==> src/hdl/flash_guard_map.svh <==
// Constant map of the serial flash guard block
`ifndef FLASH_GUARD_MAP_SVH
`define FLASH_GUARD_MAP_SVH

`define FLC_CORE_CLK_MHZ 10
`define FLC_PUW_TIME_US 10
`define FLC_STATUS_STORE_CMD_TIME_US 50
`define FLC_PP_TIME_US 100
`define FLC_SE_TIME_US 500
`define FLC_BE_TIME_US 1000

`define FLC_OP_MODIFY_PERMIT_SET_CMD 8'h06
`define FLC_OP_MODIFY_PERMIT_CLEAR_CMD 8'h04
`define FLC_OP_RDSR 8'h05
`define FLC_OP_STATUS_STORE_CMD 8'h01
`define FLC_OP_PP 8'h02
`define FLC_OP_SE 8'hd8
`define FLC_OP_BE 8'hc7
`define FLC_OP_DP 8'hb9
`define FLC_OP_RES 8'hab

`define FLC_BIT_LAST 3'h7
`define FLC_BIT_ZERO 3'h0
`define FLC_BYTE_MAX 3'h7
`define FLC_LEN_ONE 3'h1
`define FLC_LEN_STATUS_STORE_CMD 3'h2
`define FLC_LEN_SE 3'h4
`define FLC_LEN_PP 3'h5
`define FLC_RES_DUMMY_LAST 3'h3

`define FLC_ST_BUSY 0
`define FLC_ST_WEL 1
`define FLC_ST_BP0 2
`define FLC_ST_BP1 3
`define FLC_ST_LOCK 7
`define FLC_BP_NONE 2'h0
`define FLC_BP_ALL 2'h3
`define FLC_NV_BP_RST 2'h0
`define FLC_NV_LOCK_RST 1'h0

`define FLC_SYNC_RST 5'h1c
`define FLC_SIGNATURE 8'h5a

`endif

==> src/hdl/flash_guard_pkg.sv <==
// Types shared by the serial flash guard block
package flash_guard_pkg;
  typedef enum logic [1:0] {PWR_ACTIVE, PWR_STANDBY, PWR_DEEP} power_mode_e;
  typedef enum logic [2:0] {OP_NONE, OP_STATUS, OP_PAGE, OP_SECTOR, OP_FULL} op_kind_e;
  typedef logic [7:0] byte_t;
endpackage : flash_guard_pkg

==> src/hdl/pin_sync.sv <==
// Two flip-flop synchroniser bank for pins
`timescale 1ns/1ns
module pin_sync #(
  parameter int           WIDTH   = 1,
  parameter [WIDTH-1:0]   RST_VAL = '0
) (
  input  wire logic             core_clk,
  input  wire logic             reset_n,
  input  wire logic [WIDTH-1:0] pin_in,
  output logic      [WIDTH-1:0] pin_sync_out
);
  logic [WIDTH-1:0] meta_ff;

  generate
    if (WIDTH < 1)
    begin : g_chk
      $error("pin_sync width must be at least one");
    end
  endgenerate

  // First stage is read only by the second stage
  always_ff @(posedge core_clk or negedge reset_n)
  begin
    if (!reset_n)
    begin
      meta_ff      <= RST_VAL;
      pin_sync_out <= RST_VAL;
    end
    else
    begin
      meta_ff      <= pin_in;
      pin_sync_out <= meta_ff;
    end
  end
endmodule : pin_sync

==> src/hdl/flash_guard_ctl.sv <==
// Power mode, status, protection and hold control of a small serial flash
// Overview of operation
// Select low means selected and active power mode.
// Deselected: stay active until internal cycle ends, then standby.
// Deep power-down entered only by the deep sleep instruction.
// Deep power-down left only by the wake and signature instruction.
// In deep power-down ignore status store, page write and wipe.
// Busy flag set during status store, program or erase cycle.
// A status bit mirrors the modify permit latch.
// Two non-volatile block guard bits choose the shielded array area.
// Lock bit with protect pin low makes guard and lock bits read-only.
// Modifying instructions need a clock count that is a multiple of eight.
// Modifying instructions refused unless the permit latch is set.
// Permit latch cleared at power-up and after clear, store, write, wipe.
// Power-on delay timer blocks modifying operations after power-up.
// Guard bits 00 protect nothing, 11 protect both sectors.
// Guard bits 01 or 10 allow page write and sector wipe, refuse full wipe.
// Full wipe accepted only with both guard bits zero.
// Hold pauses the link without losing bit count or aborting cycles.
// Hold honoured only while selected.
// Hold begins at hold fall with clock low, else next clock low.
// Hold ends at hold rise with clock low, else next clock low.
// While held, output floats and data and clock inputs are ignored.
// Deselect during hold resets the interface; master raises hold first.
// Inputs captured on rising clock edges, output changes after falling.
// A select falling edge after power-up is needed before any instruction.
// Master keeps select low during the whole hold interval.
`timescale 1ns/1ns
`include "flash_guard_map.svh"
module flash_guard_ctl
  import flash_guard_pkg::*;
#(
  parameter int PUW_CYC  = `FLC_PUW_TIME_US * `FLC_CORE_CLK_MHZ,
  parameter int STATUS_STORE_CMD_CYC = `FLC_STATUS_STORE_CMD_TIME_US * `FLC_CORE_CLK_MHZ,
  parameter int PP_CYC   = `FLC_PP_TIME_US * `FLC_CORE_CLK_MHZ,
  parameter int SE_CYC   = `FLC_SE_TIME_US * `FLC_CORE_CLK_MHZ,
  parameter int BE_CYC   = `FLC_BE_TIME_US * `FLC_CORE_CLK_MHZ,
  parameter int CNT_W    = 24
) (
  input  wire logic                   core_clk,
  input  wire logic                   reset_n,
  input  wire logic                   sclk_pin,
  input  wire logic                   cs_n_pin,
  input  wire logic                   mosi_pin,
  input  wire logic                   hold_n_pin,
  input  wire logic                   wp_n_pin,
  output logic                        miso,
  output logic                        miso_oe_n,
  output flash_guard_pkg::power_mode_e power_mode,
  output logic                  [7:0] status_and_protection,
  output logic                        held,
  output logic                        op_start,
  output flash_guard_pkg::op_kind_e   op_kind,
  output logic                 [23:0] op_addr
);
  import flash_guard_pkg::*;

  generate
    if (PUW_CYC < 1 || STATUS_STORE_CMD_CYC < 1 || PP_CYC < 1 || SE_CYC < 1 || BE_CYC < 1 ||
        CNT_W < 2 || CNT_W > 31 || BE_CYC >= (1 << CNT_W) || PUW_CYC >= (1 << CNT_W) ||
        SE_CYC >= (1 << CNT_W) || PP_CYC >= (1 << CNT_W) || STATUS_STORE_CMD_CYC >= (1 << CNT_W))
    begin : g_chk
      $error("flash_guard_ctl cycle counts do not fit the counter");
    end
  endgenerate

  logic [4:0] sync_q;
  logic       sclk_s;
  logic       cs_n_s;
  logic       mosi_s;
  logic       hold_n_s;
  logic       wp_n_s;

  logic             sclk_prev_ff;
  logic             cs_prev_ff;
  logic             armed_ff;
  logic             held_ff;
  logic       [2:0] bit_cnt_ff;
  logic       [2:0] byte_cnt_ff;
  byte_t            shift_in_ff;
  byte_t            opcode_ff;
  logic      [23:0] addr_ff;
  byte_t            data_ff;
  logic             out_active_ff;
  byte_t            out_shift_ff;
  logic             miso_ff;
  logic             permit_ff;
  logic             guard_hi_ff;
  logic             guard_lo_ff;
  logic             lock_ff;
  logic             deep_ff;
  logic [CNT_W-1:0] busy_cnt_ff;
  logic [CNT_W-1:0] puw_cnt_ff;
  power_mode_e      power_mode_ff;
  logic             op_start_ff;
  op_kind_e         op_kind_ff;
  logic      [23:0] op_addr_ff;

  logic       selected;
  logic       sclk_rise;
  logic       sclk_fall;
  logic       cs_rise;
  logic       cs_fall;
  logic       byte_done;
  byte_t      nxt_byte;
  logic       busy_cycle_flag;
  logic       frame_end;
  logic       aligned;
  logic       may_modify;
  logic       hw_guard;
  logic [1:0] guard_bits;
  op_kind_e   nxt_kind;
  logic       permit_set;
  logic       permit_clr;
  logic       go_deep;
  logic       wake;

  // Reset values keep select seen low so a pin low at power-up gives no edge
  pin_sync #(
    .WIDTH   (5),
    .RST_VAL (`FLC_SYNC_RST)
  ) u_pin_sync (
    .core_clk     (core_clk),
    .reset_n      (reset_n),
    .pin_in       ({wp_n_pin, hold_n_pin, mosi_pin, cs_n_pin, sclk_pin}),
    .pin_sync_out (sync_q)
  );

  assign sclk_s   = sync_q[0];
  assign cs_n_s   = sync_q[1];
  assign mosi_s   = sync_q[2];
  assign hold_n_s = sync_q[3];
  assign wp_n_s   = sync_q[4];

  function automatic logic [CNT_W-1:0] cycles_of(input op_kind_e kind);
    case (kind)
      OP_STATUS: cycles_of = CNT_W'(STATUS_STORE_CMD_CYC);
      OP_PAGE:   cycles_of = CNT_W'(PP_CYC);
      OP_SECTOR: cycles_of = CNT_W'(SE_CYC);
      OP_FULL:   cycles_of = CNT_W'(BE_CYC);
      default:   cycles_of = '0;
    endcase
  endfunction : cycles_of

  function automatic byte_t status_word(input logic busy, input logic permit,
                                        input logic lo, input logic hi, input logic lock);
    status_word                 = 8'h00;
    status_word[`FLC_ST_BUSY]   = busy;
    status_word[`FLC_ST_WEL]    = permit;
    status_word[`FLC_ST_BP0]    = lo;
    status_word[`FLC_ST_BP1]    = hi;
    status_word[`FLC_ST_LOCK]   = lock;
  endfunction : status_word

  assign selected        = armed_ff & ~cs_n_s;
  assign sclk_rise       = selected & ~held_ff & sclk_s & ~sclk_prev_ff;
  assign sclk_fall       = selected & ~held_ff & ~sclk_s & sclk_prev_ff;
  assign cs_rise         = cs_n_s & ~cs_prev_ff;
  assign cs_fall         = ~cs_n_s & cs_prev_ff;
  assign byte_done       = sclk_rise & (bit_cnt_ff == `FLC_BIT_LAST);
  assign nxt_byte        = {shift_in_ff[6:0], mosi_s};
  assign busy_cycle_flag = (busy_cnt_ff != '0);
  assign guard_bits      = {guard_hi_ff, guard_lo_ff};
  assign hw_guard        = lock_ff & ~wp_n_s;
  // Deselect while held resets the interface, so nothing executes then
  assign frame_end       = cs_rise & armed_ff & ~held_ff;
  assign aligned         = (bit_cnt_ff == `FLC_BIT_ZERO);
  assign may_modify      = aligned & permit_ff & (puw_cnt_ff == '0);

  // Edge history runs even while held so no false edge shows at release
  always_ff @(posedge core_clk or negedge reset_n)
  begin
    if (!reset_n)
    begin
      sclk_prev_ff <= 1'b0;
      cs_prev_ff   <= 1'b0;
    end
    else
    begin
      sclk_prev_ff <= sclk_s;
      cs_prev_ff   <= cs_n_s;
    end
  end

  // No instruction before the first select falling edge
  always_ff @(posedge core_clk or negedge reset_n)
  begin
    if (!reset_n)
      armed_ff <= 1'b0;
    else if (cs_fall)
      armed_ff <= 1'b1;
  end

  always_ff @(posedge core_clk or negedge reset_n)
  begin
    if (!reset_n)
      held_ff <= 1'b0;
    else if (!selected)
      held_ff <= 1'b0;
    else if (!held_ff && !hold_n_s && !sclk_s)
      held_ff <= 1'b1;
    else if (held_ff && hold_n_s && !sclk_s)
      held_ff <= 1'b0;
  end

  // Hold freezes the counters; only deselect clears them
  always_ff @(posedge core_clk or negedge reset_n)
  begin
    if (!reset_n)
    begin
      bit_cnt_ff  <= `FLC_BIT_ZERO;
      byte_cnt_ff <= `FLC_BIT_ZERO;
      shift_in_ff <= 8'h00;
      opcode_ff   <= 8'h00;
      addr_ff     <= 24'h00_0000;
      data_ff     <= 8'h00;
    end
    else if (!selected)
    begin
      bit_cnt_ff  <= `FLC_BIT_ZERO;
      byte_cnt_ff <= `FLC_BIT_ZERO;
    end
    else if (sclk_rise)
    begin
      shift_in_ff <= nxt_byte;
      bit_cnt_ff  <= bit_cnt_ff + 3'h1;
      if (byte_done)
      begin
        if (byte_cnt_ff != `FLC_BYTE_MAX)
          byte_cnt_ff <= byte_cnt_ff + 3'h1;
        case (byte_cnt_ff)
          3'h0:    opcode_ff <= nxt_byte;
          3'h1:
          begin
            addr_ff[23:16] <= nxt_byte;
            data_ff        <= nxt_byte;
          end
          3'h2:    addr_ff[15:8] <= nxt_byte;
          3'h3:    addr_ff[7:0]  <= nxt_byte;
          default: ;
        endcase
      end
    end
  end

  // Execution decode at the end of a frame
  always_comb
  begin
    nxt_kind   = OP_NONE;
    permit_set = 1'b0;
    permit_clr = 1'b0;
    go_deep    = 1'b0;
    wake       = 1'b0;
    if (frame_end)
    begin
      if (deep_ff)
      begin
        if (opcode_ff == `FLC_OP_RES)
          wake = 1'b1;
      end
      else if (!busy_cycle_flag)
      begin
        case (opcode_ff)
          `FLC_OP_MODIFY_PERMIT_SET_CMD:
            if (aligned && byte_cnt_ff == `FLC_LEN_ONE)
              permit_set = 1'b1;
          `FLC_OP_MODIFY_PERMIT_CLEAR_CMD:
            if (aligned && byte_cnt_ff == `FLC_LEN_ONE)
              permit_clr = 1'b1;
          `FLC_OP_DP:
            if (aligned && byte_cnt_ff == `FLC_LEN_ONE)
              go_deep = 1'b1;
          `FLC_OP_STATUS_STORE_CMD:
            if (may_modify && byte_cnt_ff >= `FLC_LEN_STATUS_STORE_CMD && !hw_guard)
              nxt_kind = OP_STATUS;
          `FLC_OP_PP:
            if (may_modify && byte_cnt_ff >= `FLC_LEN_PP && guard_bits != `FLC_BP_ALL)
              nxt_kind = OP_PAGE;
          `FLC_OP_SE:
            if (may_modify && byte_cnt_ff == `FLC_LEN_SE && guard_bits != `FLC_BP_ALL)
              nxt_kind = OP_SECTOR;
          `FLC_OP_BE:
            if (may_modify && byte_cnt_ff == `FLC_LEN_ONE && guard_bits == `FLC_BP_NONE)
              nxt_kind = OP_FULL;
          default: ;
        endcase
      end
    end
  end

  // Cycles run to completion regardless of hold or select
  always_ff @(posedge core_clk or negedge reset_n)
  begin
    if (!reset_n)
      busy_cnt_ff <= '0;
    else if (nxt_kind != OP_NONE)
      busy_cnt_ff <= cycles_of(nxt_kind);
    else if (busy_cycle_flag)
      busy_cnt_ff <= busy_cnt_ff - CNT_W'(1);
  end

  always_ff @(posedge core_clk or negedge reset_n)
  begin
    if (!reset_n)
      puw_cnt_ff <= CNT_W'(PUW_CYC);
    else if (puw_cnt_ff != '0)
      puw_cnt_ff <= puw_cnt_ff - CNT_W'(1);
  end

  always_ff @(posedge core_clk or negedge reset_n)
  begin
    if (!reset_n)
      permit_ff <= 1'b0;
    else if (permit_clr || nxt_kind != OP_NONE)
      permit_ff <= 1'b0;
    else if (permit_set)
      permit_ff <= 1'b1;
  end

  // Non-volatile bits modelled by flops reset to the delivery state
  always_ff @(posedge core_clk or negedge reset_n)
  begin
    if (!reset_n)
    begin
      guard_hi_ff <= 1'(`FLC_NV_BP_RST >> 1);
      guard_lo_ff <= 1'(`FLC_NV_BP_RST);
      lock_ff     <= `FLC_NV_LOCK_RST;
    end
    else if (nxt_kind == OP_STATUS)
    begin
      guard_hi_ff <= data_ff[`FLC_ST_BP1];
      guard_lo_ff <= data_ff[`FLC_ST_BP0];
      lock_ff     <= data_ff[`FLC_ST_LOCK];
    end
  end

  always_ff @(posedge core_clk or negedge reset_n)
  begin
    if (!reset_n)
      deep_ff <= 1'b0;
    else if (go_deep)
      deep_ff <= 1'b1;
    else if (wake)
      deep_ff <= 1'b0;
  end

  always_ff @(posedge core_clk or negedge reset_n)
  begin
    if (!reset_n)
      power_mode_ff <= PWR_STANDBY;
    else if (deep_ff)
      power_mode_ff <= PWR_DEEP;
    // Accepted op counts too, else a one-cycle standby gap shows before busy
    else if (selected || busy_cycle_flag || nxt_kind != OP_NONE)
      power_mode_ff <= PWR_ACTIVE;
    else
      power_mode_ff <= PWR_STANDBY;
  end

  always_ff @(posedge core_clk or negedge reset_n)
  begin
    if (!reset_n)
    begin
      op_start_ff <= 1'b0;
      op_kind_ff  <= OP_NONE;
      op_addr_ff  <= 24'h00_0000;
    end
    else
    begin
      op_start_ff <= (nxt_kind != OP_NONE);
      if (nxt_kind != OP_NONE)
      begin
        op_kind_ff <= nxt_kind;
        op_addr_ff <= addr_ff;
      end
    end
  end

  // Output byte reloaded at each byte boundary so polling sees fresh status
  always_ff @(posedge core_clk or negedge reset_n)
  begin
    if (!reset_n)
    begin
      out_active_ff <= 1'b0;
      out_shift_ff  <= 8'h00;
      miso_ff       <= 1'b0;
    end
    else if (!selected)
      out_active_ff <= 1'b0;
    else if (byte_done)
    begin
      if (byte_cnt_ff == `FLC_BIT_ZERO && nxt_byte == `FLC_OP_RDSR && !deep_ff)
      begin
        out_active_ff <= 1'b1;
        out_shift_ff  <= status_word(busy_cycle_flag, permit_ff, guard_lo_ff,
                                     guard_hi_ff, lock_ff);
      end
      else if (byte_cnt_ff != `FLC_BIT_ZERO && opcode_ff == `FLC_OP_RDSR && out_active_ff)
        out_shift_ff <= status_word(busy_cycle_flag, permit_ff, guard_lo_ff,
                                    guard_hi_ff, lock_ff);
      else if (opcode_ff == `FLC_OP_RES && byte_cnt_ff >= `FLC_RES_DUMMY_LAST)
      begin
        out_active_ff <= 1'b1;
        out_shift_ff  <= `FLC_SIGNATURE;
      end
    end
    else if (sclk_fall && out_active_ff)
    begin
      miso_ff      <= out_shift_ff[7];
      out_shift_ff <= {out_shift_ff[6:0], 1'b0};
    end
  end

  assign miso                  = miso_ff;
  assign miso_oe_n             = ~(out_active_ff & selected & ~held_ff);
  assign power_mode            = power_mode_ff;
  assign status_and_protection = status_word(busy_cycle_flag, permit_ff, guard_lo_ff,
                                             guard_hi_ff, lock_ff);
  assign held                  = held_ff;
  assign op_start              = op_start_ff;
  assign op_kind               = op_kind_ff;
  assign op_addr               = op_addr_ff;
endmodule : flash_guard_ctl

==> config.mk <==
export PLATFORM = sky130hd
export DESIGN_NAME = flash_guard_ctl
export DESIGN_NICKNAME = d
export VERILOG_FILES = /design/src/hdl/flash_guard_pkg.sv /design/src/hdl/pin_sync.sv /design/src/hdl/flash_guard_ctl.sv
export VERILOG_INCLUDE_DIRS = /design/src /design/src/hdl
export SDC_FILE = /design/constraint.sdc
export NUM_CORES = 1
export LEC_CHECK = 0
export ABC_AREA = 0
export BUFFER_PORTS_ARGS = -buffer_cell sky130_fd_sc_hd__buf_2
export CORE_MARGIN = 5
export CORE_UTILIZATION = 54
export CTS_CLUSTER_DIAMETER = 50
export CTS_CLUSTER_SIZE = 20
export DETAILED_ROUTE_END_ITERATION = 7
export GPL_TIMING_DRIVEN = 0
export PLACE_DENSITY = 0.82
export SYNTH_ARGS = -nofsm -noshare
export SYNTH_HDL_FRONTEND = slang
export SYNTH_HIERARCHICAL = 1
export SYNTH_SLANG_ARGS = --single-unit
==> constraint.sdc <==
create_clock -name core_clk -period 2.6 [get_ports core_clk]
set_clock_uncertainty 0.2 [all_clocks]
set_input_delay 0.52 -clock core_clk [delete_from_list [all_inputs] [get_ports core_clk]]
set_output_delay 0.52 -clock core_clk [all_outputs]
set_load 0.005 [all_outputs]
# Word level (Yosys, flattened, before mapping)
# Index checks and enable logic that the tools add are counted.
# word_totals
elab_cells,186
out_inout_bits,41
ff_bits,152
# classes
n_reduce_logical,48
bitwise,24
eq_ne,28
addsub,4
mux,52
order_cmp,3
# op_table
cell,count
$pmux 14 s4,1
$mux 24,2
$reduce_bool 24->1,2
$sub 24x1->24 const B,2
$mux 8,5
$eq 8x3->1 const B,4
$eq 8x8->1 const B,4
$mux 1,30
$mux 3,10
$logic_not 24->1,1
$logic_and 1x1->1,19
$and 1x1->1,16
$reduce_and 4->1,4
$eq 3x2->1 const B,4
$pmux 3 s4,1
$reduce_and 3->1,4
$eq 3x3->1 const B,3
$eq 8x1->1 const B,1
$eq 8x2->1 const B,1
$not 1->1,8
$reduce_bool 2->1,4
$add 3x1->3 const B,2
$eq 3x1->1 const B,2
$ge 3x2->1 const B,2
other kinds (13),27

# Longest topological paths before layout
# depth
depth_word,14
depth_mapped,10
ltp_nobuf,9

# Hierarchy
# Netlist, hierarchy kept.
# by_module_without_submodules
mod,area_per_inst_um2,cells_per_inst,instances,seq_area_each_um2
flash_guard_ctl,6525.0,531,1,3558.4
pin_sync,257.7,10,1,257.7

# Least setup slack after synthesis
# No wires, ideal clock.
# synth_timing
kind,register to register
from,register byte_cnt_ff[1]
to,register op_addr_ff[0] (netlist: op_addr[0])
path_stages_with_launch,9
t_required_ns,2.275
setup_ns,0.125
t_arrival_ns,2.445
slack_ns,-0.170
cell_sequence,dfrtp_1 inv_1 ha_1 nor2b_1 nand2_1 or4_1 a311oi_4 buf_8 mux2_4
# synth_between
elab_chain_len,9
# synth_rtl
element,line,source
start: declaration,flash_guard_ctl.sv:79,logic [2:0] byte_cnt_ff;
start signal: assignment,flash_guard_ctl.sv:212,byte_cnt_ff <= `FLC_BIT_ZERO;
start signal: assignment,flash_guard_ctl.sv:221,byte_cnt_ff <= `FLC_BIT_ZERO;
start signal: assignment,flash_guard_ctl.sv:230,byte_cnt_ff <= byte_cnt_ff + 3'h1;
$ge 3x2->1 (no line) (tied with other cells),-,
$logic_and 1x1->1 (no line),-,
$logic_and 1x1->1 (on tied branches),-,
$mux 1 (tied with other cells),flash_guard_ctl.sv:274,if (may_modify && byte_cnt_ff >= `FLC_LEN_STATUS_STORE_CMD && !hw_guard)
$pmux 3 s4 (*),flash_guard_ctl.sv:263,case (opcode_ff)
$mux 3 (*),flash_guard_ctl.sv:261,else if (!busy_cycle_flag)
$mux 3 (*),flash_guard_ctl.sv:256,if (deep_ff)
$mux 3 (*),flash_guard_ctl.sv:254,if (frame_end)
$reduce_bool 3->1 (*),flash_guard_ctl.sv:371,if (nxt_kind != OP_NONE)
end signal: assignment,flash_guard_ctl.sv:374,op_addr_ff <= addr_ff;
end: declaration,flash_guard_ctl.sv:97,logic [23:0] op_addr_ff;
# Every way passes the cells marked *; elsewhere a longest branch is shown, timed or not.
# A chain may end at the register's enable or synchronous reset.

# Worst setup path after layout
# layout_timing
from,register busy_cnt_ff[19]
to,output port status_and_protection[0]
# layout_between
elab_chain_len,1
# layout_rtl
element,line,source
start: declaration,flash_guard_ctl.sv:92,logic [CNT_W-1:0] busy_cnt_ff;
start signal: assignment,flash_guard_ctl.sv:297,busy_cnt_ff <= cycles_of(nxt_kind);
start signal: assignment,flash_guard_ctl.sv:299,busy_cnt_ff <= busy_cnt_ff - CNT_W'(1);
$reduce_bool 24->1,flash_guard_ctl.sv:162,assign busy_cycle_flag = (busy_cnt_ff != '0);
end: declaration,flash_guard_ctl.sv:50,"output logic [7:0] status_and_protection,"
# No other way between the ends.

==> results.toml <==
[cts]
cts_max_level = 4
cts_buffers = 17
cts.sinks = 152
path_clk_slew_ps = 60
cts_tree = "yes"
clk_latency_ps = 420
clock_path_buffers = 2
clock-root-buffer = "clkbuf_16"

[sta]
fmax_ghz = 0.360
finalSetupViolations = 40
timing.final.ws_setup_ps = -180
worst_pin_slew_ps = 750
finalSetupTns_ps = -5170
finalHoldViolCount = 0
rsz0062_at_grt = "true"
fin_crit_sh_pct = 107
slew_headroom_pct = 49.9
fin_crit_ps = 2780
maxSlewViolCount = 0

[synth]
netlist.top_cell.by_area = "dfrtp_1"
yosysMostFrequentCell = "dfrtp_1"
synth_area_leaders = "dfrtp_1, mux2_2, mux2_4"
synth_top_cell_area_share_pct = 52.4
ys.flop_type = "dfrtp_1"
synthArstFlopShare_pct = 100
yosysSeqAreaShare_pct = 56.3
syn_area_sq_mm = 0.00678
synth_common_cells = "dfrtp_1, mux2_2, nor2_1"
ys_seq_elements = 152
ys_warn_count = 6
ys_types = 67
synth_edf_count = 0
syn_inst = 541
avgSynthCellArea_sq_um = 12.5

[run_status]
outcome = "complete, but fails checks"
failed_checks = "setup timing"

[route]
wirelength_mm = 16.0
wl_per_cell_microns = 19.2
firstDrtPassIters = 5
vias = 4785
viasPerCell = 5.72
antenna_left = 0
route.detailed.drc = 0
drt_iter0_markers = 435

[critical_path]
crit_type = "reg -> out"
required_ps = 1880
cp.arrival_ps = 2060
regToRegStartpoint = "byte_cnt_ff[1]$_DFFE_PN0P_"
crit_path_start_kind = "register"
rr_endpoint = "op_addr[9]$_DFFE_PN0N_"
worst_setup_path_end_kind = "output pin"
cp_slowest_stage_delay_ps = 550
crit_chain = "or4_4 -> and4bb_2 -> and2_4 -> clkinv_8 -> buf_6"
reg2reg_depth = 9
cp_max_fo = 2
r2r_slack_ps = -180
crit_path_top_delay_cell = "or4_4"

[power_and_ir_drop]
vdd_drop_max_mv = 0.457
p_leak_nw = 4.35
pwr_density_cell_mw_per_mm2 = 607
power_mw = 5.21

[floorplan]
dieWidth_microns = 122
initial_utilization_pct = 54.4
dieHeight_microns = 122
io_pins = 48
fp.coreArea_sq_mm = 0.0125
die-area_sq_mm = 0.0149
rows = 41

[grt]
grt_max_degree = 81
grt_pass1_vias = 4941
grt-ovfl-total = 0
antenna_found_initial = 0
track_usage_pct = 22.1
grt_pass1_wl_mm = 25.5

[worst_hold_path]
hp-class = "reg -> reg"
min_from = "u_pin_sync/meta_ff[0]$_DFF_PN0_"
hold_depth = 0
worstHoldEndpoint = "u_pin_sync/pin_sync_out[0]$_DFF_PN0_"

[placed_design]
port_buffers = 44
gp_congestion = 0.834
placed_area_sq_mm = 0.00729
dpl.hpwl_mm = 9.45

[cells_and_area]
syn2layout_area_growth_pct = 26.6
drive_above_1_share_pct = 38.6
num-fill-cells = 805
diodes = 0
fin_nets = 670
finish.utilization_pct = 68.9
final_cell_area_sq_mm = 0.00859

[job]
cap_violations = 0
==> worst max-delay path: cells and delay by family (launching register included) <==
family	cells	cell delay [ps]
buf+inv	2	170
simple gates	3	1110
flops	1	380
==> registers in the layout (all words and copies together) (netlist names), 7 cells and up <==
signal / count
opcode_ff: 8
busy_cnt_ff: 24
puw_cnt_ff: 24
shift_in_ff: 7
op_addr: 24
addr_ff: 24
out_shift_ff: 8
==> where the power goes <==
part           total, mW  switching, mW  internal [mW]
registers           2.54          0.116           2.43
logic              0.171         0.0940         0.0771
clock network       2.50          0.986           1.51
total               5.21           1.20           4.02
==> how the worst max path moves through the flow <==
stage | start | end | cells after the start
floorplan | opcode_ff[3]$_DFFE_PN0P_ | op_addr[0]$_DFFE_PN0N_ | 6
global placement | reset_n | op_addr[20]$_DFFE_PN0N_ | 1
detailed placement | held$_DFFE_PN0P_ | op_addr[2]$_DFFE_PN0N_ | 6
CTS | busy_cnt_ff[21]$_DFFE_PN0P_ | status_and_protection[0] | 6
global route | byte_cnt_ff[1]$_DFFE_PN0P_ | op_addr[3]$_DFFE_PN0N_ | 9
finish | busy_cnt_ff[19]$_DFFE_PN0P_ | status_and_protection[0] | 5
==> layer usage <==
layer / vias to the layer above / track usage (%) / part of all wire [%]
met5: - / 0 / 0
met4: 0 / 9.73 / 2.7
met3: 43 / 5.01 / 4.7
met2: 160 / 37.0 / 52
met1: 2441 / 27.5 / 41
li1: 2141 / - / -
==> cells in the final DEF (no fill, tap or decap), types with 9 or more instances in the layout <==
cell / instances
clkbuf_16: 18
o21ai_0: 14
ha_1: 10
a21oi_1: 10
buf_6: 9
nand2_1: 33
dfrtp_1: 140
nand3_1: 10
mux2_2: 41
mux2_4: 27
xor2_1: 25
buf_2: 42
buf_4: 39
inv_1: 14
nor2_1: 40
nor3_1: 15
xnor2_1: 15
dfstp_2: 10
==> what timing repair did <==
item	in CTS	in global routing
setup endpoints to repair	53	57
resized for setup	41	23
hold endpoints to repair	71	0
cloned	1	1
buffers inserted	25	15
hold buffers	6	0
pin swaps	15	9
==> final cells by class <==
| class | instances | area [sq um] | area share (%) |
|---|---|---|---|
| Sequential cell | 152 | 3820 | 44.5 |
| Inverter | 17 | 76.3 | 0.889 |
| Tap cell | 172 | 215 | 2.51 |
| Multi-Input combinational cell | 358 | 3050 | 35.5 |
| Buffer | 12 | 115 | 1.34 |
| Timing Repair Buffer | 93 | 712 | 8.29 |
| Clock buffer | 18 | 429 | 5.00 |
| Clock inverter | 14 | 178 | 2.07 |
==> kinds of logic after synthesis <==
| kind of cell | synth area share [%] |
|---|---|
| AO/OA/AOI/OAI | 6.09 |
| XOR/XNOR | 5.17 |
| adder cells (fa/ha/maj) | 2.21 |
| buffers and inverters | 2.73 |
| flip-flops | 56.3 |
| multiplexers | 12.5 |
| other | 0.0553 |
| AND/OR/NAND/NOR | 14.9 |
==> through the flow <==
step                setup slack, ps  cells  hold slack (ps)
floorplan                      -114    543             24.4
detailed placement             -586    760              145
global placement              -1240    759              132
CTS                            -206    822              159
finish                         -180    836              154
global route                   -253    836              162
No activity file was read; power rests on OpenSTA's default activity.
